`src/shared/scr_pkg.sv`:
```
package scr_pkg;
    // ==================================================
    // Register word indices (byte address is the index times four)
    localparam logic [3:0]  IDX_FIXED_A   = 4'h2;
    localparam logic [3:0]  IDX_FIXED_B   = 4'h3;
    localparam logic [3:0]  IDX_FIXED_C   = 4'h4;
    localparam logic [3:0]  IDX_REF_IN    = 4'h5;
    localparam logic [3:0]  IDX_REG_DLY   = 4'h6;
    localparam logic [3:0]  IDX_OUT_OVR   = 4'h7;
    localparam logic [3:0]  IDX_VCO_OVR   = 4'h8;
    localparam logic [3:0]  IDX_CTRL      = 4'h0;
    localparam logic [3:0]  IDX_STATUS    = 4'h9;
    // ==================================================
    // Reset values
    localparam logic [15:0] RST_FIXED_A   = 16'h0500;
    localparam logic [15:0] RST_FIXED_B   = 16'h0782;
    localparam logic [15:0] RST_FIXED_C   = 16'h0A43;
    localparam logic [15:0] RST_REF_IN    = 16'h30C8;
    localparam logic [15:0] RST_REG_DLY   = 16'hC802;
    localparam logic [15:0] RST_OUT_OVR   = 16'h00B2;
    localparam logic [15:0] RST_VCO_OVR   = 16'h2000;
    localparam logic [15:0] RST_CTRL      = 16'h0200;
    // ==================================================
    // Field positions
    localparam int          POS_SINGLE_END = 12;
    localparam int          POS_TERM_EN    = 11;
    localparam int          POS_DLY_LO     = 11;
    localparam int          POS_NO_MUTE    = 14;
    localparam int          POS_CUR_OVR    = 14;
    localparam int          POS_CAP_OVR    = 11;
    localparam int          POS_CAL_MUTE   = 9;
    localparam int          POS_SOFT_RST   = 1;
    localparam int          NUM_REGS       = 7;
endpackage : scr_pkg

```
`src/rtl/scr_config_regs.sv`:
```
`timescale 1ns/1ps
module scr_config_regs (
    // Clock and reset
    input  wire  logic        sys_clk,
    input  wire  logic        arst_n,
    // AHB-Lite slave
    input  wire  logic        hsel,
    input  wire  logic [31:0] haddr,
    input  wire  logic [1:0]  htrans,
    input  wire  logic        hwrite,
    input  wire  logic [2:0]  hsize,
    input  wire  logic [31:0] hwdata,
    input  wire  logic        hready,
    output logic       [31:0] hrdata,
    output logic              hreadyout,
    output logic              hresp,
    // Calibration engine side
    input  wire  logic        vcoCalibrating,
    input  wire  logic [8:0]  calCurrentSetting,
    input  wire  logic [7:0]  calCapSetting,
    input  wire  logic [8:0]  vcoCurrentSetting,
    input  wire  logic [7:0]  vcoCapSetting,
    // Configuration outputs
    output logic              refSingleEndedSel,
    output logic              refTerminationEn,
    output logic       [4:0]  regulatorStartupDelay,
    output logic              rfOutputFirstMute,
    output logic              rfOutputSecondMute,
    output logic       [8:0]  vcoCurrentApplied,
    output logic       [7:0]  vcoCapApplied
);
    import scr_pkg::*;

    // ==================================================
    // Register storage
    logic [15:0] regs_ff [NUM_REGS];
    logic [15:0] nxt_regs [NUM_REGS];
    logic [15:0] ctrl_ff;
    logic [15:0] nxt_ctrl;
    logic        wrPend_ff;
    logic        nxt_wrPend;
    logic [3:0]  wrIdx_ff;
    logic [3:0]  nxt_wrIdx;
    logic        addrOk_ff;
    logic        nxt_addrOk;
    logic [31:0] rdata_ff;
    logic [31:0] nxt_rdata;
    logic        softRst;
    logic [3:0]  phaseIdx;
    logic        phaseValid;
    logic        phaseAddrOk;

    // Reset values per slot; slot 0 is fixed word A
    function automatic logic [15:0] rstVal(input int i);
        case (i)
            0: rstVal = RST_FIXED_A;
            1: rstVal = RST_FIXED_B;
            2: rstVal = RST_FIXED_C;
            3: rstVal = RST_REF_IN;
            4: rstVal = RST_REG_DLY;
            5: rstVal = RST_OUT_OVR;
            6: rstVal = RST_VCO_OVR;
            default: rstVal = 16'h0000;
        endcase
    endfunction : rstVal

    // ==================================================
    // Address phase decode
    assign phaseIdx    = haddr[5:2];
    assign phaseValid  = hsel && hready && htrans[1];
    assign phaseAddrOk = (haddr[1:0] == 2'h0) && (haddr[31:6] == 26'h0)
                         && ((phaseIdx >= IDX_FIXED_A && phaseIdx <= IDX_VCO_OVR)
                         || phaseIdx == IDX_CTRL || phaseIdx == IDX_STATUS);
    assign softRst     = ctrl_ff[POS_SOFT_RST];

    // Read data is taken in the address phase, so a read issued right after a
    // write to the same word returns the old value; leave one idle cycle between
    // Next state of bus pipeline, registers and read data
    always_comb begin
        nxt_wrPend = phaseValid && hwrite;
        nxt_wrIdx  = phaseIdx;
        nxt_addrOk = phaseAddrOk;
        nxt_ctrl   = ctrl_ff;
        for (int i = 0; i < NUM_REGS; i++) begin
            nxt_regs[i] = regs_ff[i];
        end
        // Write data phase, whole 16-bit word
        if (wrPend_ff && addrOk_ff) begin
            if (wrIdx_ff == IDX_CTRL) begin
                nxt_ctrl = hwdata[15:0];
            end else if (wrIdx_ff >= IDX_FIXED_A && wrIdx_ff <= IDX_VCO_OVR) begin
                nxt_regs[3'(wrIdx_ff - IDX_FIXED_A)] = hwdata[15:0];
            end
        end
        // Soft reset restores defaults and clears itself
        if (softRst) begin
            for (int i = 0; i < NUM_REGS; i++) begin
                nxt_regs[i] = rstVal(i);
            end
            nxt_ctrl = RST_CTRL;
        end
        // Read data captured at the address phase
        nxt_rdata = 32'h0000_0000;
        if (phaseValid && !hwrite && phaseAddrOk) begin
            if (phaseIdx == IDX_CTRL) begin
                nxt_rdata = {16'h0000, ctrl_ff};
            end else if (phaseIdx == IDX_STATUS) begin
                nxt_rdata = {16'h0000, 5'h00, vcoCapApplied, vcoCurrentApplied[8:6]};
            end else begin
                nxt_rdata = {16'h0000, regs_ff[3'(phaseIdx - IDX_FIXED_A)]};
            end
        end
    end

    // Register update
    always_ff @(posedge sys_clk or negedge arst_n) begin
        if (!arst_n) begin
            for (int i = 0; i < NUM_REGS; i++) begin
                regs_ff[i] <= rstVal(i);
            end
            ctrl_ff   <= RST_CTRL;
            wrPend_ff <= 1'b0;
            wrIdx_ff  <= 4'h0;
            addrOk_ff <= 1'b0;
            rdata_ff  <= 32'h0000_0000;
        end else begin
            for (int i = 0; i < NUM_REGS; i++) begin
                regs_ff[i] <= nxt_regs[i];
            end
            ctrl_ff   <= nxt_ctrl;
            wrPend_ff <= nxt_wrPend;
            wrIdx_ff  <= nxt_wrIdx;
            addrOk_ff <= nxt_addrOk;
            rdata_ff  <= nxt_rdata;
        end
    end

    // Bus answers: zero wait, always OKAY
    assign hreadyout = 1'b1;
    assign hresp     = 1'b0;
    assign hrdata    = rdata_ff;

    // ==================================================
    // Configuration decode
    assign refSingleEndedSel     = regs_ff[3][POS_SINGLE_END];
    assign refTerminationEn      = regs_ff[3][POS_TERM_EN];
    assign regulatorStartupDelay = regs_ff[4][15:POS_DLY_LO];

    // Output muting during calibration
    always_comb begin
        rfOutputFirstMute = vcoCalibrating && ctrl_ff[POS_CAL_MUTE]
                            && !regs_ff[5][POS_NO_MUTE];
        rfOutputSecondMute = rfOutputFirstMute;
    end

    // VCO setting selection
    always_comb begin
        vcoCurrentApplied = regs_ff[6][POS_CUR_OVR] ? vcoCurrentSetting
                                                    : calCurrentSetting;
        vcoCapApplied     = regs_ff[6][POS_CAP_OVR] ? vcoCapSetting
                                                    : calCapSetting;
    end

    // ==================================================
    // Assertions
    // Soft reset brings every word back to its default, then the bit drops
    a_soft_rst_defaults: assert property (
        @(posedge sys_clk) disable iff (!arst_n)
        softRst |=> (regs_ff[0] == RST_FIXED_A && regs_ff[1] == RST_FIXED_B
                     && regs_ff[2] == RST_FIXED_C))
        else $error("soft reset did not restore fixed words");
    a_soft_rst_others: assert property (
        @(posedge sys_clk) disable iff (!arst_n)
        softRst |=> (regs_ff[3] == RST_REF_IN && regs_ff[4] == RST_REG_DLY
                     && regs_ff[5] == RST_OUT_OVR && regs_ff[6] == RST_VCO_OVR
                     && ctrl_ff == RST_CTRL))
        else $error("soft reset did not restore configuration words");
    a_soft_rst_clears: assert property (
        @(posedge sys_clk) disable iff (!arst_n)
        softRst |=> !softRst)
        else $error("soft reset bit did not clear");

    // Writes land as whole words, refused writes leave everything alone
    a_write_lands: assert property (
        @(posedge sys_clk) disable iff (!arst_n)
        (wrPend_ff && addrOk_ff && wrIdx_ff == IDX_OUT_OVR && !softRst)
        |=> regs_ff[5] == $past(hwdata[15:0]))
        else $error("write did not reach register");
    a_fixed_write_lands: assert property (
        @(posedge sys_clk) disable iff (!arst_n)
        (wrPend_ff && addrOk_ff && wrIdx_ff == IDX_FIXED_A && !softRst)
        |=> regs_ff[0] == $past(hwdata[15:0]))
        else $error("write did not reach fixed word");
    a_vco_write_lands: assert property (
        @(posedge sys_clk) disable iff (!arst_n)
        (wrPend_ff && addrOk_ff && wrIdx_ff == IDX_VCO_OVR && !softRst)
        |=> regs_ff[6] == $past(hwdata[15:0]))
        else $error("write did not reach override register");
    a_ctrl_write_lands: assert property (
        @(posedge sys_clk) disable iff (!arst_n)
        (wrPend_ff && addrOk_ff && wrIdx_ff == IDX_CTRL && !softRst)
        |=> ctrl_ff == $past(hwdata[15:0]))
        else $error("write did not reach control register");
    a_unmapped_write_ignored: assert property (
        @(posedge sys_clk) disable iff (!arst_n)
        (wrPend_ff && !addrOk_ff && !softRst)
        |=> ($stable(ctrl_ff) && $stable(regs_ff[0]) && $stable(regs_ff[1])
             && $stable(regs_ff[2]) && $stable(regs_ff[3]) && $stable(regs_ff[4])
             && $stable(regs_ff[5]) && $stable(regs_ff[6])))
        else $error("refused write changed a register");

    // Read data stands for the data phase only and is zero otherwise
    a_read_idle_zero: assert property (
        @(posedge sys_clk) disable iff (!arst_n)
        !(phaseValid && !hwrite) |=> hrdata == 32'h0000_0000)
        else $error("read data not zero outside a read");
    a_refused_read_zero: assert property (
        @(posedge sys_clk) disable iff (!arst_n)
        (phaseValid && !hwrite && !phaseAddrOk) |=> hrdata == 32'h0000_0000)
        else $error("refused read returned data");
    a_read_data_value: assert property (
        @(posedge sys_clk) disable iff (!arst_n)
        (phaseValid && !hwrite && phaseAddrOk && phaseIdx == IDX_REF_IN)
        |=> hrdata[15:0] == $past(regs_ff[3]))
        else $error("read data does not match register");
    a_status_read: assert property (
        @(posedge sys_clk) disable iff (!arst_n)
        (phaseValid && !hwrite && phaseAddrOk && phaseIdx == IDX_STATUS)
        |=> hrdata[10:3] == $past(vcoCapApplied)
            && hrdata[2:0] == $past(vcoCurrentApplied[8:6]))
        else $error("status read does not match applied settings");

    // Muting during calibration and its no-mute override
    a_mute_follows: assert property (
        @(posedge sys_clk) disable iff (!arst_n)
        (vcoCalibrating && ctrl_ff[POS_CAL_MUTE] && !regs_ff[5][POS_NO_MUTE])
        |-> (rfOutputFirstMute && rfOutputSecondMute))
        else $error("outputs not muted in calibration");
    a_no_mute_force: assert property (
        @(posedge sys_clk) disable iff (!arst_n)
        regs_ff[5][POS_NO_MUTE] |-> !rfOutputFirstMute && !rfOutputSecondMute)
        else $error("outputs muted despite override");
    a_idle_no_mute: assert property (
        @(posedge sys_clk) disable iff (!arst_n)
        !(vcoCalibrating && ctrl_ff[POS_CAL_MUTE])
        |-> !rfOutputFirstMute && !rfOutputSecondMute)
        else $error("outputs muted outside calibration");

    // VCO current and capacitor come from calibration unless forced
    a_current_select: assert property (
        @(posedge sys_clk) disable iff (!arst_n)
        !regs_ff[6][POS_CUR_OVR] |-> vcoCurrentApplied == calCurrentSetting)
        else $error("current not from calibration");
    a_current_force: assert property (
        @(posedge sys_clk) disable iff (!arst_n)
        regs_ff[6][POS_CUR_OVR] |-> vcoCurrentApplied == vcoCurrentSetting)
        else $error("current override ignored");
    a_cap_select: assert property (
        @(posedge sys_clk) disable iff (!arst_n)
        regs_ff[6][POS_CAP_OVR] |-> vcoCapApplied == vcoCapSetting)
        else $error("capacitor override ignored");
    a_cap_calibrated: assert property (
        @(posedge sys_clk) disable iff (!arst_n)
        !regs_ff[6][POS_CAP_OVR] |-> vcoCapApplied == calCapSetting)
        else $error("capacitor not from calibration");

    // Reference buffer and regulator delay follow their writes
    a_ref_type: assert property (
        @(posedge sys_clk) disable iff (!arst_n)
        (wrPend_ff && addrOk_ff && wrIdx_ff == IDX_REF_IN && !softRst)
        |=> refSingleEndedSel == $past(hwdata[12])
            && refTerminationEn == $past(hwdata[11]))
        else $error("reference select did not follow write");
    a_delay_field: assert property (
        @(posedge sys_clk) disable iff (!arst_n)
        (wrPend_ff && addrOk_ff && wrIdx_ff == IDX_REG_DLY && !softRst)
        |=> regulatorStartupDelay == $past(hwdata[15:11]))
        else $error("delay field did not follow write");

    // Main scenarios reached
    c_soft_reset: cover property (@(posedge sys_clk) disable iff (!arst_n) softRst);
    c_mute: cover property (@(posedge sys_clk) disable iff (!arst_n) rfOutputFirstMute);
    c_cap_ovr: cover property (@(posedge sys_clk) disable iff (!arst_n)
        regs_ff[6][POS_CAP_OVR] && regs_ff[6][POS_CUR_OVR]);
    c_no_mute_cal: cover property (@(posedge sys_clk) disable iff (!arst_n)
        vcoCalibrating && regs_ff[5][POS_NO_MUTE]);
    c_status_read: cover property (@(posedge sys_clk) disable iff (!arst_n)
        phaseValid && !hwrite && phaseAddrOk && phaseIdx == IDX_STATUS);
endmodule : scr_config_regs

```
`config.mk`:
```
export PLATFORM = sky130hd
export DESIGN_NAME = scr_config_regs
export DESIGN_NICKNAME = d
export VERILOG_FILES = /design/src/shared/scr_pkg.sv /design/src/rtl/scr_config_regs.sv
export SDC_FILE = /design/constraint.sdc
export NUM_CORES = 1
export LEC_CHECK = 0
export ABC_AREA = 1
export ABC_CLOCK_PERIOD_IN_PS = 2380
export BUFFER_PORTS_ARGS = -buffer_cell sky130_fd_sc_hd__clkbuf_2
export CAP_MARGIN = 20
export CORE_MARGIN = 4
export CORE_UTILIZATION = 55
export DETAILED_ROUTE_END_ITERATION = 10
export PLACE_DENSITY_LB_ADDON = 0.15
export SYNTH_ARGS = -nofsm -noshare
export SYNTH_HDL_FRONTEND = slang
export SYNTH_SLANG_ARGS = --single-unit
```
`constraint.sdc`:
```
create_clock -name sys_clk -period 2.38 [get_ports sys_clk]
set_clock_uncertainty 0.15 [all_clocks]
set_input_delay 0.714 -clock sys_clk [delete_from_list [all_inputs] [get_ports sys_clk]]
set_output_delay 0.714 -clock sys_clk [all_outputs]
set_load 0.02 [all_outputs]
```
==> impl_metrics.json <==
{
  "cp.depth": 4,
  "fin_crit_sh": 0.955,
  "drv_slew": 0,
  "num_rows": 43,
  "final_nets": 1321,
  "cts_buffers": 17,
  "fin_cells": 1404,
  "root_buffer": "clkbuf_16",
  "cts_setup_buffers": 0,
  "slowest_delay_ns": 0.39,
  "start_util": 0.565,
  "clk_latency_ns": 0.43,
  "critPathRequiredTime_ns": 1.52,
  "fmax_mhz": 440,
  "final_hold_viol_count": 0,
  "die_w_microns": 128,
  "ir_drop_uv": 474,
  "ff2ff_path_depth": 7,
  "antenna_found_initial": 0,
  "cp-endpoint": "vcoCurrentApplied[7]",
  "gp_congestion": 0.924,
  "fp.dieH_microns": 128,
  "slew_headroom": 0.541,
  "reg2reg_from": "wrIdx_ff[1]",
  "wl_mm": 24.2,
  "syn_area_per_cell_sq_um": 7.27,
  "crit_slowest_cell": "dfrtp_1",
  "drt_drc_violations_left": 0,
  "grt_pass1_wl_mm": 37.2,
  "clock_path_buffers": 2,
  "crit_fanout": 10,
  "syn-instance-count": 1087,
  "finalSetupTns_ns": 0,
  "rsz0062_at_grt": "false",
  "yosys-top-cells-area": "dfrtp_1, nand2_1, dfstp_2",
  "path_buf_inv": 2,
  "antenna_left": 0,
  "syn_area_sq_um": 7900,
  "place_inst": 1372,
  "power_leakage_nw": 5.10,
  "die_area_sq_um": 16300,
  "critPathArrivalTime_ns": 1.41,
  "synth_area_leader_cell": "dfrtp_1",
  "grt_use_total": 0.298,
  "dr.pass1.iters": 8,
  "vias": 7578,
  "cts_hold_buf": 0,
  "grt_max_degree": 45,
  "start_kind": "register",
  "path_clk_slew_ns": 0.06,
  "cap_violations": 0,
  "finalPower_mw": 6.15,
  "area_growth_pct": 17.5,
  "critical-path-top-cell-by-count": "nand2_1",
  "vias_per_cell": 5.40,
  "ys_warn_count": 0,
  "dp_hpwl_mm": 16.8,
  "clock-sinks": 150,
  "antenna_cells": 0,
  "cts_tree": "yes",
  "ios": 169,
  "crit_type": "register to primary output",
  "synth-seq-area-share": 0.479,
  "status": "completed",
  "synth.top_cell.area_share": 0.390,
  "coreArea_sq_um": 14000,
  "htreeDepth": 4,
  "ys_ff_latch": 150,
  "end_kind": "primary output",
  "fin_util": 0.664,
  "grt.overflow.total": 0,
  "io_buffer_count": 130,
  "first_global_vias": 6909,
  "drt_iter0_markers": 821,
  "worstMarginPinSlew_ns": 0.688,
  "drive_gt1_frac": 0.207,
  "r2r_slack_ns": 0.12,
  "wire_per_inst_microns": 17.2,
  "startpoint": "regs_ff[14]",
  "setup_viol": 0,
  "hold_path.class": "input port to async pin",
  "period_needed_ns": 2.27,
  "powerDensity_nw_per_um2": 663,
  "crit_family": "flip-flops",
  "synthDistinctLibCells": 35,
  "rr_endpoint": "regs_ff[32]",
  "cp_cell_sequence": "clkinvlp_4 > nand2_1 > nand2_1 > clkbuf_2"
}
[synthesized netlist by cell type, drive strengths merged]
cell type and count:
nand2 474, nor2 133, dfrtp 123, nand3 85, buf 57, inv 44, o21ai 38, dfstp 27
a21oi 23, clkbuf 23, o22ai 16, nand4 12, or2 11, o211ai 7, nor3 4, clkinv 3
and2 2, conb 2, a21boi 1, ha 1, o31ai 1
[how the worst min path moves through the flow]
stage	from	end	slack [ns]	cells past startpoint
2_1_floorplan	arst_n	addrOk_ff	0.27	0
3_3_place_gp	regs_ff[83]	regs_ff[83]	0.30	2
3_5_place_dp	regs_ff[83]	regs_ff[83]	0.30	2
4_1_cts	arst_n	hrdata[0]	0.06	1
5_1_grt	arst_n	regs_ff[57]	0.07	1
6_report	arst_n	hrdata[0]	0.05	1
[timing repair]
item	in CTS	in global routing
gates resized for setup	0	2
endpoints found under the hold margin	0	0
setup endpoints to repair	0	3
[state kept, by name, indices dropped and copies added (netlist names)]
| signal | count |
|---|---|
| addrOk_ff | 1 |
| ctrl_ff | 16 |
| hrdata | 16 |
| refSingleEndedSel | 1 |
| refTerminationEn | 1 |
| regs_ff | 105 |
| regulatorStartupDelay | 5 |
| wrIdx_ff | 4 |
| wrPend_ff | 1 |
[kinds of logic (layout without fill, tap and decap cells)]
| logic type | count (synthesis) | count (layout) | share of synthesized area |
|---|---|---|---|
| DFF | 150 | 150 | 0.479 |
| buffers and inverters | 127 | 248 | 0.0812 |
| AOI/OAI and AO/OA | 86 | 86 | 0.0613 |
| other | 2 | 18 | 0.000950 |
| adders and majority gates | 1 | 1 | 0.00158 |
| and+or+nand+nor | 721 | 721 | 0.376 |
[placed cells by master, fill, tap and decap left out, types with 2 or more instances in the layout]
cell and count:
dfrtp_1 123, nand4_1 12, clkbuf_16 17, o22ai_1 16, o21ai_0 36, clkbuf_2 129, nor3_1 2, clkinv_2 3
nand2_2 2, nor2_2 6, nor3_2 2, nor2_1 125, o211ai_1 7, clkbuf_8 3, buf_4 34, a21oi_1 23
clkbuf_1 8, inv_1 42, clkinvlp_4 2, buf_12 5, nand2_4 4, nand3_1 84, dfstp_2 27, or2_2 11
conb_1 18, nor2_4 2, nand2_1 468
[worst reg2reg max path, cell delays in order (launching register included)]
cell,delay [ns]
dfrtp_1,0.45
nor2_4,0.18
nor3_1,0.10
nor2_4,0.51
inv_6,0.23
nand2_2,0.40
nand2_1,0.10
nand2_1,0.08
[where the power goes]
part | total, mW | internal, mW | switching, mW
Clock | 2.53 | 1.52 | 1.01
Combinational | 0.838 | 0.288 | 0.550
Sequential | 2.79 | 2.71 | 0.0780
Total | 6.15 | 4.51 | 1.64
[stage by stage]
stage	setup slack [ns]	instance area [sq um]	hold WS, ns
after global placement	0.0880	8740	0.296
after global routing	0.0132	9290	0.0726
after CTS	0.0434	9280	0.0594
after detailed placement	0.0665	8740	0.301
final	0.108	9290	0.0459
after floorplan	0.00232	7960	0.268
[area by class of cell]
class | count | area [sq um]
Fill cell | 1290 | 4700
Sequential cell | 150 | 3790
Multi-Input combinational cell | 826 | 3530
Timing Repair Buffer | 169 | 1010
Clock buffer | 28 | 497
Tap cell | 180 | 225
Inverter | 47 | 189
Clock inverter | 4 | 45.0
[routing by layer]
layer,share of wire,global-route usage,up-vias
met5,0,0,-
li1,-,-,3623
met1,0.41,0.410,3468
met2,0.45,0.451,412
met3,0.10,0.0667,75
met4,0.040,0.142,0
No activity file was read; power rests on OpenSTA's default activity.
